--- config.mk ---
export PLATFORM = sky130hd
export DESIGN_NAME = adsc_top
export DESIGN_NICKNAME = d
export VERILOG_FILES = /design/src/adsc_clkdiv.v /design/src/adsc_sar.v /design/src/adsc_top.v
export VERILOG_INCLUDE_DIRS = /design/src
export SDC_FILE = /design/constraint.sdc
export NUM_CORES = 1
export LEC_CHECK = 0
export BUFFER_PORTS_ARGS = -buffer_cell sky130_fd_sc_hd__buf_2
export CAP_MARGIN = 20
export CORE_UTILIZATION = 35
export DETAILED_ROUTE_END_ITERATION = 12
export PLACE_DENSITY = 0.63
export SLEW_MARGIN = 30
export SYNTH_ARGS = -nofsm -noshare
export SYNTH_HDL_FRONTEND = slang
export SYNTH_HIERARCHICAL = 1
export SYNTH_SLANG_ARGS = --single-unit
--- constraint.sdc ---
create_clock -name clk -period 1.5 [get_ports clk]
set_input_delay 0.3 -clock clk [delete_from_list [all_inputs] [get_ports clk]]
set_output_delay 0.3 -clock clk [all_outputs]
set_load 0.03 [all_outputs]
--- src/adsc_consts.vh ---
`ifndef ADSC_CONSTS_VH
`define ADSC_CONSTS_VH
`define ADSC_ADDR_RESULT 8'h25
`define ADSC_ADDR_CTRL 8'h26
`define ADSC_ADDR_CLKSEL 8'h27
`define ADSC_CTRL_SEL_LO 0
`define ADSC_CTRL_SEL_HI 1
`define ADSC_CTRL_PCFG_LO 3
`define ADSC_CTRL_PCFG_HI 4
`define ADSC_CTRL_DONE 6
`define ADSC_CTRL_START 7
`define ADSC_CLKSEL_TEST 7
`define ADSC_CTRL_RESET 8'h40
`define ADSC_CLKSEL_RESET 8'h00
`define ADSC_CONV_PERIODS 6'd32
`define ADSC_DIV2_LAST 5'd1
`define ADSC_DIV8_LAST 5'd7
`define ADSC_DIV32_LAST 5'd31
`endif

--- src/adsc_clkdiv.v ---
`timescale 1ns/1ps
`default_nettype none
// Converter clock divider: one-cycle tick per converter clock period
module adsc_clkdiv (
    // Clock and reset
    input wire clk,
    input wire rst_n,
    // Control
    input wire restart,
    input wire [1:0] sel,
    // Tick
    output reg tick
);
`include "adsc_consts.vh"
reg [4:0] count;
reg [4:0] last;

always @* begin
    case (sel)
        2'b00: last = `ADSC_DIV2_LAST;
        2'b01: last = `ADSC_DIV8_LAST;
        2'b10: last = `ADSC_DIV32_LAST;
        // Encoding 11 is undefined; run as the slowest rate
        default: last = `ADSC_DIV32_LAST;
    endcase
end

always @(posedge clk) begin
    if (!rst_n || restart) begin
        count <= 5'h00;
        tick <= 1'b0;
    end else if (count >= last) begin
        count <= 5'h00;
        tick <= 1'b1;
    end else begin
        count <= count + 5'h01;
        tick <= 1'b0;
    end
end
endmodule
`default_nettype wire

--- src/adsc_sar.v ---
`timescale 1ns/1ps
`default_nettype none
// Successive approximation engine: one bit per two converter periods
module adsc_sar (
    // Clock and reset
    input wire clk,
    input wire rst_n,
    // Control
    input wire clear,
    input wire go,
    input wire tick,
    // Comparator from analog front end
    input wire comp_high,
    // Status
    output reg busy,
    output reg done,
    output reg [7:0] trial,
    output reg [7:0] result
);
`include "adsc_consts.vh"
reg [5:0] periods;
reg [7:0] bit_mask;

always @(posedge clk) begin
    if (!rst_n || clear) begin
        busy <= 1'b0;
        done <= 1'b0;
        periods <= 6'h00;
        bit_mask <= 8'h80;
        trial <= 8'h80;
        result <= 8'h00;
    end else begin
        done <= 1'b0;
        if (go && !busy) begin
            busy <= 1'b1;
            periods <= 6'h00;
            bit_mask <= 8'h80;
            trial <= 8'h80;
        end else if (busy && tick) begin
            periods <= periods + 6'h01;
            // Decide a bit on each odd period below 16, settle on even
            if (periods[0] && periods < 6'd16) begin
                bit_mask <= bit_mask >> 1;
                trial <= (comp_high ? trial : (trial & ~bit_mask))
                         | (bit_mask >> 1);
            end
            if (periods == `ADSC_CONV_PERIODS - 6'd1) begin
                busy <= 1'b0;
                done <= 1'b1;
                result <= trial;
            end
        end
    end
end
endmodule
`default_nettype wire

--- src/adsc_top.v ---
// Behaviour
// - Read-only 8-bit result register, bit0 LSB
// - Control bits 1:0 select analog input
// - Control bits 4:3 set analog pin count
// - Analog pin: digital I/O, pull-high off
// - Both config bits zero: converter powered off
// - Start rise resets, sets done flag; fall starts
// - Done flag cleared when conversion completes
// - Completion sets converter interrupt request flag
// - Clock select bits choose divide 2/8/32
// - Clock select bit 7 test; 2-6 read 0
// - Conversion takes 32 converter clock periods
// - Control bits 2 and 5 read zero
`timescale 1ns/1ps
`default_nettype none
module adsc_top (
    // Clock and reset
    input wire clk,
    input wire rst_n,
    // Data memory access
    input wire [7:0] mem_addr,
    input wire mem_wr,
    input wire mem_rd,
    input wire [7:0] mem_wdata,
    output reg [7:0] mem_rdata,
    // Comparator output from the analog front end
    input wire comp_high,
    // Analog front end control
    output reg conv_power_on,
    output reg [1:0] conv_input_sel,
    output reg [7:0] dac_trial,
    output reg sample_hold,
    // Port pin control, one bit per pin, 1 = analog
    output reg [3:0] pin_analog,
    output reg [3:0] pin_digital_disable,
    output reg [3:0] pin_pullhigh_disable,
    // Interrupt request flag, cleared by the interrupt controller
    input wire irq_clear,
    output reg conv_irq_flag,
    // Factory test bit
    output reg test_mode
);
`include "adsc_consts.vh"

reg [1:0] input_sel;
reg [1:0] pin_cfg;
reg conversion_done_flag;
reg start_bit;
reg [1:0] conv_clock_sel;
reg test_bit;
reg [7:0] result_reg;
reg start_req;
reg conv_clear;
reg [3:0] next_pin_analog;

wire tick;
wire sar_busy;
wire sar_done;
wire [7:0] sar_trial;
wire [7:0] sar_result;
wire wr_ctrl;
wire wr_clksel;
wire new_start;

assign wr_ctrl = mem_wr && (mem_addr == `ADSC_ADDR_CTRL);
assign wr_clksel = mem_wr && (mem_addr == `ADSC_ADDR_CLKSEL);
assign new_start = mem_wdata[`ADSC_CTRL_START];

adsc_clkdiv u_div (
    .clk(clk),
    .rst_n(rst_n),
    // A falling start also restarts it, so the first period is full
    .restart(conv_clear || start_req),
    .sel(conv_clock_sel),
    .tick(tick)
);

adsc_sar u_sar (
    .clk(clk),
    .rst_n(rst_n),
    .clear(conv_clear),
    .go(start_req),
    .tick(tick),
    .comp_high(comp_high),
    .busy(sar_busy),
    .done(sar_done),
    .trial(sar_trial),
    .result(sar_result)
);

// Control and clock select registers, start edge detection
always @(posedge clk) begin
    if (!rst_n) begin
        input_sel <= 2'b00;
        pin_cfg <= 2'b00;
        start_bit <= 1'b0;
        conversion_done_flag <= 1'b1;
        conv_clock_sel <= 2'b00;
        test_bit <= 1'b0;
        start_req <= 1'b0;
        conv_clear <= 1'b0;
    end else begin
        start_req <= 1'b0;
        conv_clear <= 1'b0;
        if (wr_ctrl) begin
            input_sel <= mem_wdata[`ADSC_CTRL_SEL_HI:`ADSC_CTRL_SEL_LO];
            pin_cfg <= mem_wdata[`ADSC_CTRL_PCFG_HI:`ADSC_CTRL_PCFG_LO];
            start_bit <= new_start;
            if (new_start && !start_bit) begin
                conv_clear <= 1'b1;
            end
            if (!new_start && start_bit) begin
                start_req <= 1'b1;
            end
        end
        // A rising start beats a simultaneous completion
        if (wr_ctrl && new_start && !start_bit) begin
            conversion_done_flag <= 1'b1;
        end else if (sar_done) begin
            conversion_done_flag <= 1'b0;
        end
        if (wr_clksel) begin
            conv_clock_sel <= mem_wdata[1:0];
            test_bit <= mem_wdata[`ADSC_CLKSEL_TEST];
        end
    end
end

// Result register, loaded in the cycle the flag clears
always @(posedge clk) begin
    if (!rst_n) begin
        result_reg <= 8'h00;
    end else if (sar_done) begin
        result_reg <= sar_result;
    end
end

// Interrupt request flag: set wins over clear
always @(posedge clk) begin
    if (!rst_n) begin
        conv_irq_flag <= 1'b0;
    end else if (sar_done) begin
        conv_irq_flag <= 1'b1;
    end else if (irq_clear) begin
        conv_irq_flag <= 1'b0;
    end
end

always @* begin
    case (pin_cfg)
        2'b01: next_pin_analog = 4'b0001;
        2'b10: next_pin_analog = 4'b0011;
        2'b11: next_pin_analog = 4'b1111;
        default: next_pin_analog = 4'b0000;
    endcase
end

// Registered outputs
always @(posedge clk) begin
    if (!rst_n) begin
        pin_analog <= 4'h0;
        pin_digital_disable <= 4'h0;
        pin_pullhigh_disable <= 4'h0;
        conv_power_on <= 1'b0;
        conv_input_sel <= 2'b00;
        dac_trial <= 8'h80;
        sample_hold <= 1'b0;
        test_mode <= 1'b0;
    end else begin
        pin_analog <= next_pin_analog;
        pin_digital_disable <= next_pin_analog;
        pin_pullhigh_disable <= next_pin_analog;
        conv_power_on <= (pin_cfg != 2'b00);
        conv_input_sel <= input_sel;
        dac_trial <= sar_trial;
        sample_hold <= sar_busy;
        test_mode <= test_bit;
    end
end

// Read data; unused bits read zero
always @(posedge clk) begin
    if (!rst_n) begin
        mem_rdata <= 8'h00;
    end else if (mem_rd) begin
        case (mem_addr)
            `ADSC_ADDR_RESULT: mem_rdata <= result_reg;
            `ADSC_ADDR_CTRL: mem_rdata <= {start_bit, conversion_done_flag,
                1'b0, pin_cfg, 1'b0, input_sel};
            `ADSC_ADDR_CLKSEL: mem_rdata <= {test_bit, 5'h00,
                conv_clock_sel};
            default: mem_rdata <= 8'h00;
        endcase
    end
end
endmodule
`default_nettype wire

==> flow_summary.yaml, run 1 <==
run_status:
  outcome: "finished, final reports clean"
routing:
  top_layer_used: "met4"
  route.detailed.drc: 0
  vias: 2489
  avgViaCountPerCell: 4.92
  wl_met1_microns: 3070
  ant_nets: 0
  route.met3.wl_microns: 294
  wl_met2_microns: 3050
  drt_pass1_iterations: 4
  first_iter_violations: 58
  routed_wl_microns: 6500
  wire_per_inst_microns: 12.8
worst_setup_path:
  worstPathMaxFanout: 10
  crit_path_max_incr_delay_ns: 0.43
  cp.required_ns: 1.78
  cp.arrival_ns: 1.67
  end_kind: "register"
  crit_path_end: "u_sar/result[4]"
  start_kind: "register"
  ff2ff_path_depth: 4
  crit_family: "simple AND/OR/NAND/NOR gates"
  path_class: "reg -> reg"
  path_buf_inv: 0
  r2r_end: "u_sar/result[4]"
  cp_slowest_cell: "and4_1"
  rrSetupSlack_ns: 0.11
  crit_start: "u_sar/periods[0]"
  r2r-start: "u_sar/periods[0]"
  crit_chain: "ha_1, and4_1, nand3_1, a21boi_1"
  worstSetupPathDepth: 4
grt:
  overflow: 0
  antenna_found_initial: 0
  grt_pass1_wl_microns: 10800
  grt_pass1_vias: 2327
  grtUsageTotal: 0.140
  grt_start_max_net_pins: 34
floorplan:
  core_sq_um: 9200
  die_h_microns: 99.2
  initial_core_util: 0.360
  chipWidth_microns: 99.2
  pin_count: 56
  floorplan.die_area_sq_um: 9850
  row_count: 35
power_and_ir_drop:
  peakVddDrop_v: 0.000559
  power_mw: 4.35
  p_leak_nw: 1.64
  p_per_area_nw_per_um2: 1120
yosys:
  synthXorXnorAreaFrac: 0.0132
  yosysUniqueCellTypes: 55
  synth_edf_count: 0
  syn_area_per_cell_sq_um: 9.71
  synth_top_family_by_area: "simple AND/OR/NAND/NOR gates"
  yosysSeqAreaShare: 0.496
  muxShareOfSynthArea: 0.0677
  syn-num-nets: 369
  ys_seq_elements: 82
  yosys.area.top_type: "dfxtp_1"
  synth_area_leaders: "dfxtp_1, mux2i_1, nand3_1, o21ai_0, nor2_1"
  netlist_instances: 341
  synth-simple-area-share: 0.196
  synth_adder_area_share: 0.0227
  yosysWarnings: 6
  synth_top_area_share: 0.496
  async_flop_share: 0
  syn_area_sq_um: 3310
  synth_flop_cell: "dfxtp_1"
  synth_compound_area_frac: 0.140
sta:
  setup_tns_ns: 0
  report.final.slew_viol_count: 0
  rsz0062_at_grt: "no"
  final_hold_viol_count: 0
  max_freq_mhz: 719
  relSlewSlack: 0.645
  tightest_slew_ns: 0.532
  finalSetupViolCount: 0
  setup_ws_ns: 0.109
  clock_skew_ns: 0.0109
  layout_min_cycle_time_ns: 1.39
  period_share: 0.927
clocking:
  cts.sinks: 82
  htree_levels: 3
  clock_path_buffers: 2
  cts_hold_buf: 0
  path_clk_slew_ns: 0.09
  cts_root_buf: "clkbuf_8"
  cts_buffers: 9
  clock_latency_ns: 0.35
  cts_tree: "done"
final_layout:
  design_area_sq_um: 3890
  area_growth_pct: 17.6
  final_util: 0.423
  diodes: 0
  final_cell_mix: "dfxtp_1, buf_2, nand3_1"
  final_nets: 418
  final_common_cell: "dfxtp_1"
  final_layout_size_suffix_gt1_frac: 0.253
placed_design:
  place.gp.congestion: 0.730
  hpwl_microns: 4650
  numPortBuffers: 52
  place_ws_ns: 0.0376
  post_dp_cell_area_sq_um: 3650
flow_run:
  drv_cap: 0
worst_hold_path:
  hold_class: "in -> reg"
-- cells in the mapped netlist (8+ instances only) --
cell,count
and2_1,8
nand3_1,31
dfxtp_1,82
a21oi_1,15
buf_2,9
mux2i_1,19
inv_1,15
o21ai_0,18
a21boi_1,8
nor2_1,21
buf_4,10
nand2_1,19
-- repair_timing --
item	4_1_cts	5_1_grt
buffers inserted	0	1
resized for setup	0	6
setup endpoints to repair	0	6
-- through the flow --
stage               std cells  hold slack, ns
detailed placement        489           0.456
CTS                       505           0.135
floorplan                 341           0.371
global placement          489           0.452
global route              506           0.148
finish                    506           0.147
-- worst register-to-register path, stage by stage (launching register included) --
cell and delay, ns:
dfxtp_1 0.40, ha_1 0.22, and4_1 0.43, nand3_1 0.14
a21boi_1 0.14
-- cell families (layout without fill, tap and decap cells) --
logic type	Yosys count	after routing
DFF	82	82
buffers and inverters	42	96
AOI/OAI and AO/OA	69	69
adders and majority gates	6	6
muxes	22	22
and+or+nand+nor	115	115
xor gates and xnor gates	5	5
-- report_power, final --
group          internal, mW  total, mW  leakage, nW  switching, mW
Combinational         0.151      0.340        0.875          0.189
Clock                 0.940       1.74       0.0987          0.801
Sequential             2.22       2.27        0.663         0.0467
Total                  3.31       4.35         1.64           1.04
-- how the worst min path moves through the flow --
stage,from,endpoint,slack (ns),depth (start not counted)
6_report,mem_wdata[7],start_req,0.15,2
3_5_place_dp,input_sel[0],conv_input_sel[0],0.46,2
3_3_place_gp,input_sel[0],conv_input_sel[0],0.45,2
4_1_cts,mem_wdata[7],start_req,0.14,2
5_1_grt,mem_wdata[7],start_req,0.15,2
2_1_floorplan,mem_wdata[7],start_req,0.37,1
-- metal layers --
layer | vias to the layer above | GRT usage
met5 | - | 0
met4 | 0 | 0.0486
met3 | 5 | 0.0457
met2 | 62 | 0.235
met1 | 1117 | 0.168
li1 | 1305 | -
-- final cells by class --
class	count	area (sq um)
clock buffer	10	128
clock inverter	6	91.3
fill	919	5300
inverter	16	60.1
multi-input combinational	217	1470
sequential	82	1650
tap	111	139
timing repair buffer	64	363
Note: power is estimated with default switching activity, not from simulation.
==> run 2, diff against run 1 <==
--- a/config.mk
+++ b/config.mk
@@ -9,8 +9,10 @@
 export BUFFER_PORTS_ARGS = -buffer_cell sky130_fd_sc_hd__buf_2
 export CAP_MARGIN = 20
 export CORE_UTILIZATION = 35
+export CTS_CLUSTER_DIAMETER = 50
 export DETAILED_ROUTE_END_ITERATION = 12
 export PLACE_DENSITY = 0.63
+export SETUP_SLACK_MARGIN = 0.15
 export SLEW_MARGIN = 30
 export SYNTH_ARGS = -nofsm -noshare
 export SYNTH_HDL_FRONTEND = slang
==> run 2 against run 1 <==
  * Register-to-register slack better by 0.05 ns
  * Sequential power about the same
  * Cell area grew 1.9%
  * Setup slack improved by 0.052 ns
  * Maximum frequency up 3.9%
  * Cell count grew 0.40%
  * Core utilization rose by 0.80 points
  * Total power up 1.7%
  * Clock power hardly changed
  * Die area unchanged
  * Critical path depth rose by 1
  * Count of clock-buffer cells in the layout stayed put
  * Critical path type unchanged
==> flow_summary.yaml, run 2 (synthesized netlist as in run 1, its figures left out) <==
run_status:
  outcome: "finished, final reports clean"
placed_design:
  place.gp.congestion: 0.730
  dp.cells: 489
  place_ws_ns: 0.0376
  post_dp_cell_area_sq_um: 3650
  numPortBuffers: 52
  hpwl_microns: 4650
power_and_ir_drop:
  peakVddDrop_v: 0.000568
  p_leak_nw: 1.65
  p_per_area_nw_per_um2: 1110
floorplan:
  pin_count: 56
  initial_core_util: 0.360
  floorplan.die_area_sq_um: 9850
  row_count: 35
  chipWidth_microns: 99.2
  die_h_microns: 99.2
  core_sq_um: 9200
worst_setup_path:
  cp.required_ns: 1.75
  r2r-start: "conv_clock_sel[1]"
  ff2ff_path_depth: 5
  worstPathMaxFanout: 3
  end_kind: "register"
  cp.arrival_ns: 1.59
  start_kind: "register"
  path_class: "reg -> reg"
  rrSetupSlack_ns: 0.16
  r2r_end: "u_div/tick"
sta:
  clock_skew_ns: 0.00968
  period_share: 0.892
  setup_ws_ns: 0.161
  finalSetupViolCount: 0
  relSlewSlack: 0.649
  setup_tns_ns: 0
  layout_min_cycle_time_ns: 1.34
  max_freq_mhz: 747
  tightest_slew_ns: 0.526
  rsz0062_at_grt: "yes"
  hold_ws_ns: 0.153
  final_hold_viol_count: 0
  report.final.slew_viol_count: 0
final_layout:
  area_growth_pct: 19.8
  design_area_sq_um: 3970
  nFillCells: 917
  diodes: 0
  fin_cells: 508
  final_common_cell: "dfxtp_1"
  final_cell_mix: "dfxtp_1, buf_2, nand3_1"
  final_nets: 420
  final_layout_size_suffix_gt1_frac: 0.285
worst_hold_path:
  min-delay-start: "mem_wdata[7]"
  hold_class: "in -> reg"
  holdPathStages: 2
  hold_end: "start_req"
routing:
  first_iter_violations: 58
  routed_wl_microns: 6560
  vias: 2497
  avgViaCountPerCell: 4.92
  wire_per_inst_microns: 12.9
  route.detailed.drc: 0
  drt_pass1_iterations: 4
  ant_nets: 0
grt:
  grtUsageTotal: 0.140
  grt_pass1_vias: 2337
  grt_pass1_wl_microns: 10900
  overflow: 0
  antenna_found_initial: 0
  grt_start_max_net_pins: 34
flow_run:
  drv_cap: 0
clocking:
  cts_hold_buf: 0
  path_clk_slew_ns: 0.09
  clock_path_buffers: 2
  cts.sinks: 82
  htree_levels: 3
  cts_root_buf: "clkbuf_8"
  clock_latency_ns: 0.35
  cts_tree: "done"
  cts_buffers: 9
## run 2: final cells by class
cell class	instances	area, sq um	share of cell area
timing repair buffer	66	378	0.0953
clock buffer	10	128	0.0322
multi-input combinational	217	1520	0.383
clock inverter	6	91.3	0.0230
inverter	16	60.1	0.0151
sequential	82	1650	0.416
tap	111	139	0.0350
## run 2: worst max-delay path, cell delays in order, from the launching register on
cell and delay (ns):
dfxtp_4 0.36, nor2_4 0.11, ha_1 0.25, o211ai_2 0.22, o21ai_1 0.10, and3_1 0.18
## run 2: how the worst max path moves through the flow
stage	startpoint	to	slack, ns	cells past startpoint
finish	conv_clock_sel[1]	u_div/tick	0.16	5
global route	conv_clock_sel[1]	u_div/tick	0.09	5
CTS	conv_clock_sel[0]	u_div/count[2]	0.13	5
detailed placement	mem_addr[4]	input_sel[1]	0.04	4
global placement	mem_addr[4]	pin_cfg[1]	0.05	4
floorplan	conv_clock_sel[1]	u_div/tick	0.19	5
## run 2: what timing repair did
action | CTS | global route
pin swaps | 4 | 4
buffers inserted | 1 | 2
resized for setup | 5 | 15
setup endpoints to repair | 14 | 19
## run 2: report_power, final
group / leakage (nW) / internal, mW / switching (mW)
logic: 0.889 / 0.197 / 0.210
clock network: 0.0987 / 0.940 / 0.795
registers: 0.665 / 2.22 / 0.0590
## run 2: metal layers
metal	part of all wire	GRT usage
met5	0	0
met1	0.47	0.169
met3	0.042	0.0457
met4	0.012	0.0486
met2	0.47	0.236
## run 2: per-stage QoR
stage	util	total power, mW
6_report	0.431	4.42
5_1_grt	0.431	4.61
4_1_cts	0.423	4.39
3_5_place_dp	0.397	2.66
3_3_place_gp	0.397	2.65
2_1_floorplan	-	2.53
==> run 3, diff against run 2 <==
--- a/config.mk
+++ b/config.mk
@@ -16,5 +16,4 @@
 export SLEW_MARGIN = 30
 export SYNTH_ARGS = -nofsm -noshare
 export SYNTH_HDL_FRONTEND = slang
-export SYNTH_HIERARCHICAL = 1
 export SYNTH_SLANG_ARGS = --single-unit
==> run 3 against run 2 <==
  * The flow now finishes with violations (design-rule violations)
  * Sequential share of layout area shrank 0.44 points
  * Die area shrank 2.3%
  * Hold slack gained 0.0090 ns
  * Clock skew shrank 0.0018 ns
  * Via count shrank 0.64%
  * Non-clock buffer count grew 6
  * Area after synthesis shrank 2.3%
  * Critical path depth shrank 1
  * Count of clock-buffer cells in the layout grew 2
  * First-iteration DRC count grew 41%
  * Sequential cell count is the same
  * Sequential power is essentially flat
  * Critical endpoint is now u_sar.result[2]
  * Largest cell class unchanged
==> flow_summary.yaml, run 3 <==
worst_setup_path:
  cp.arrival_ns: 1.63
  worstPathMaxFanout: 5
  path_class: "reg -> reg"
  start_kind: "register"
  end_kind: "register"
  cp.required_ns: 1.74
sta:
  rsz0062_at_grt: "yes"
  report.final.slew_viol_count: 0
  relSlewSlack: 0.637
  tightest_slew_ns: 0.544
  layout_min_cycle_time_ns: 1.39
  hold_ws_ns: 0.162
  max_freq_mhz: 720
  finalSetupViolCount: 0
  period_share: 0.926
  clock_skew_ns: 0.00789
  setup_tns_ns: 0
  final_hold_viol_count: 0
yosys:
  synth_flop_cell: "dfxtp_1"
  netlist_instances: 339
  syn_area_sq_um: 3230
  syn-num-nets: 367
  synth_most_common_cell: "dfxtp_1"
  synth_edf_count: 0
  yosysUniqueCellTypes: 41
  syn_area_per_cell_sq_um: 9.54
  yosysWarnings: 0
  async_flop_share: 0
  synth_top_area_share: 0.508
  synth_commonest_cells: "dfxtp_1, nand2_1, mux2i_1"
  yosys.area.top_type: "dfxtp_1"
  synth_area_leaders: "dfxtp_1, mux2i_1, nand2_1, a21oi_1, nand3_1"
  yosysSeqAreaShare: 0.508
  ys_seq_elements: 82
clocking:
  cts_tree: "done"
  cts.sinks: 82
  cts_root_buf: "clkbuf_8"
  clock_path_buffers: 2
  cts_hold_buf: 0
  cts_buffers: 9
  htree_levels: 3
  path_clk_slew_ns: 0.08
  clock_latency_ns: 0.35
flow_run:
  drv_cap: 0
routing:
  route.detailed.drc: 5
  vias: 2481
  wl_met2_microns: 2950
  wl_met1_microns: 3200
  drt_pass1_iterations: 9
  first_iter_violations: 82
  route.met3.wl_microns: 236
  ant_nets: 0
  routed_wl_microns: 6490
  top_layer_used: "met4"
  wire_per_inst_microns: 12.8
  avgViaCountPerCell: 4.89
floorplan:
  chipWidth_microns: 98.1
  initial_core_util: 0.365
  row_count: 34
  die_h_microns: 98.1
  core_sq_um: 8850
  floorplan.die_area_sq_um: 9630
  pin_count: 56
placed_design:
  post_dp_cell_area_sq_um: 3630
  numPortBuffers: 52
  place.gp.congestion: 0.765
  hpwl_microns: 4270
final_layout:
  design_area_sq_um: 4020
  final_cell_mix: "dfxtp_1, buf_2, nand2_1"
  final_nets: 422
  final_common_cell: "dfxtp_1"
  final_layout_size_suffix_gt1_frac: 0.308
  area_growth_pct: 24.3
  nFillCells: 846
  diodes: 0
grt:
  overflow: 0
  grt_pass1_wl_microns: 10500
  antenna_found_initial: 0
  grt_pass1_vias: 2158
  grt_start_max_net_pins: 37
  grtUsageTotal: 0.140
worst_hold_path:
  hold_class: "in -> reg"
run_status:
  outcome: "finished, violations left"
  violations: "design-rule violations"
power_and_ir_drop:
  p_per_area_nw_per_um2: 1060
  peakVddDrop_v: 0.000445
  p_leak_nw: 1.73
-- run 3: cell type report --
class / count / area, sq um / share of cell area
Clock buffer: 12 / 166 / 0.0414
Clock inverter: 4 / 23.8 / 0.00592
Inverter: 19 / 73.8 / 0.0184
Multi-Input combinational cell: 210 / 1540 / 0.382
Sequential cell: 82 / 1660 / 0.412
Tap cell: 108 / 135 / 0.0336
Timing Repair Buffer: 72 / 427 / 0.106
-- run 3: worst paths after layout --
kind / startpoint / endpoint / cells after the start / slack [ns]
max: u_sar.periods[1] / u_sar.result[2] / 4 / 0.11
min: mem_wdata[7] / start_req / 2 / 0.16
max reg2reg: u_sar.periods[1] / u_sar.result[2] / 4 / 0.11
min reg2reg: test_bit / test_mode / 2 / 0.46
-- run 3: logic make-up after synthesis --
group	count (synthesis)	share of synthesized area
buffers and inverters	48	0.0712
XOR/XNOR	5	0.0135
adder cells (fa/ha/maj)	6	0.0232
AO/OA/AOI/OAI	56	0.111
flip-flops	82	0.508
multiplexers	27	0.0848
AND/OR/NAND/NOR	115	0.189
-- run 3: worst max-delay path: stages, from the launching register on --
cell and delay, ns:
dfxtp_2 0.36, ha_4 0.15, nand2_4 0.06, or4b_4 0.56
mux2i_1 0.15
-- run 3: power by group --
group,switching (mW),total (mW),internal [mW],leakage (nW)
registers,0.0603,2.28,2.22,0.665
logic,0.216,0.448,0.232,0.968
clock network,0.777,1.52,0.743,0.101
total,1.05,4.24,3.19,1.73
-- run 3: timing repair --
item / in CTS / in global routing
cloned: 1 / 0
pin swaps: 3 / 7
gates resized for setup: 9 / 23
setup endpoints to repair: 16 / 31
buffers inserted: 3 / 1
-- run 3: metal layers --
metal | track usage | vias to the layer above
met3 | 0.0415 | 7
met1 | 0.191 | 1148
li1 | - | 1282
met2 | 0.207 | 44
met5 | 0 | -
met4 | 0.0559 | 0
-- run 3: through the flow --
| stage | setup WS, ns | util | std cells | total power, mW |
|---|---|---|---|---|
| after floorplan | 0.0945 | - | 339 | 2.50 |
| final | 0.111 | 0.454 | 507 | 4.24 |
| after global routing | 0.0703 | 0.454 | 507 | 4.47 |
| after detailed placement | 0.00313 | 0.410 | 486 | 2.62 |
| after global placement | 0.0545 | 0.410 | 486 | 2.61 |
| after CTS | 0.0861 | 0.440 | 506 | 4.18 |
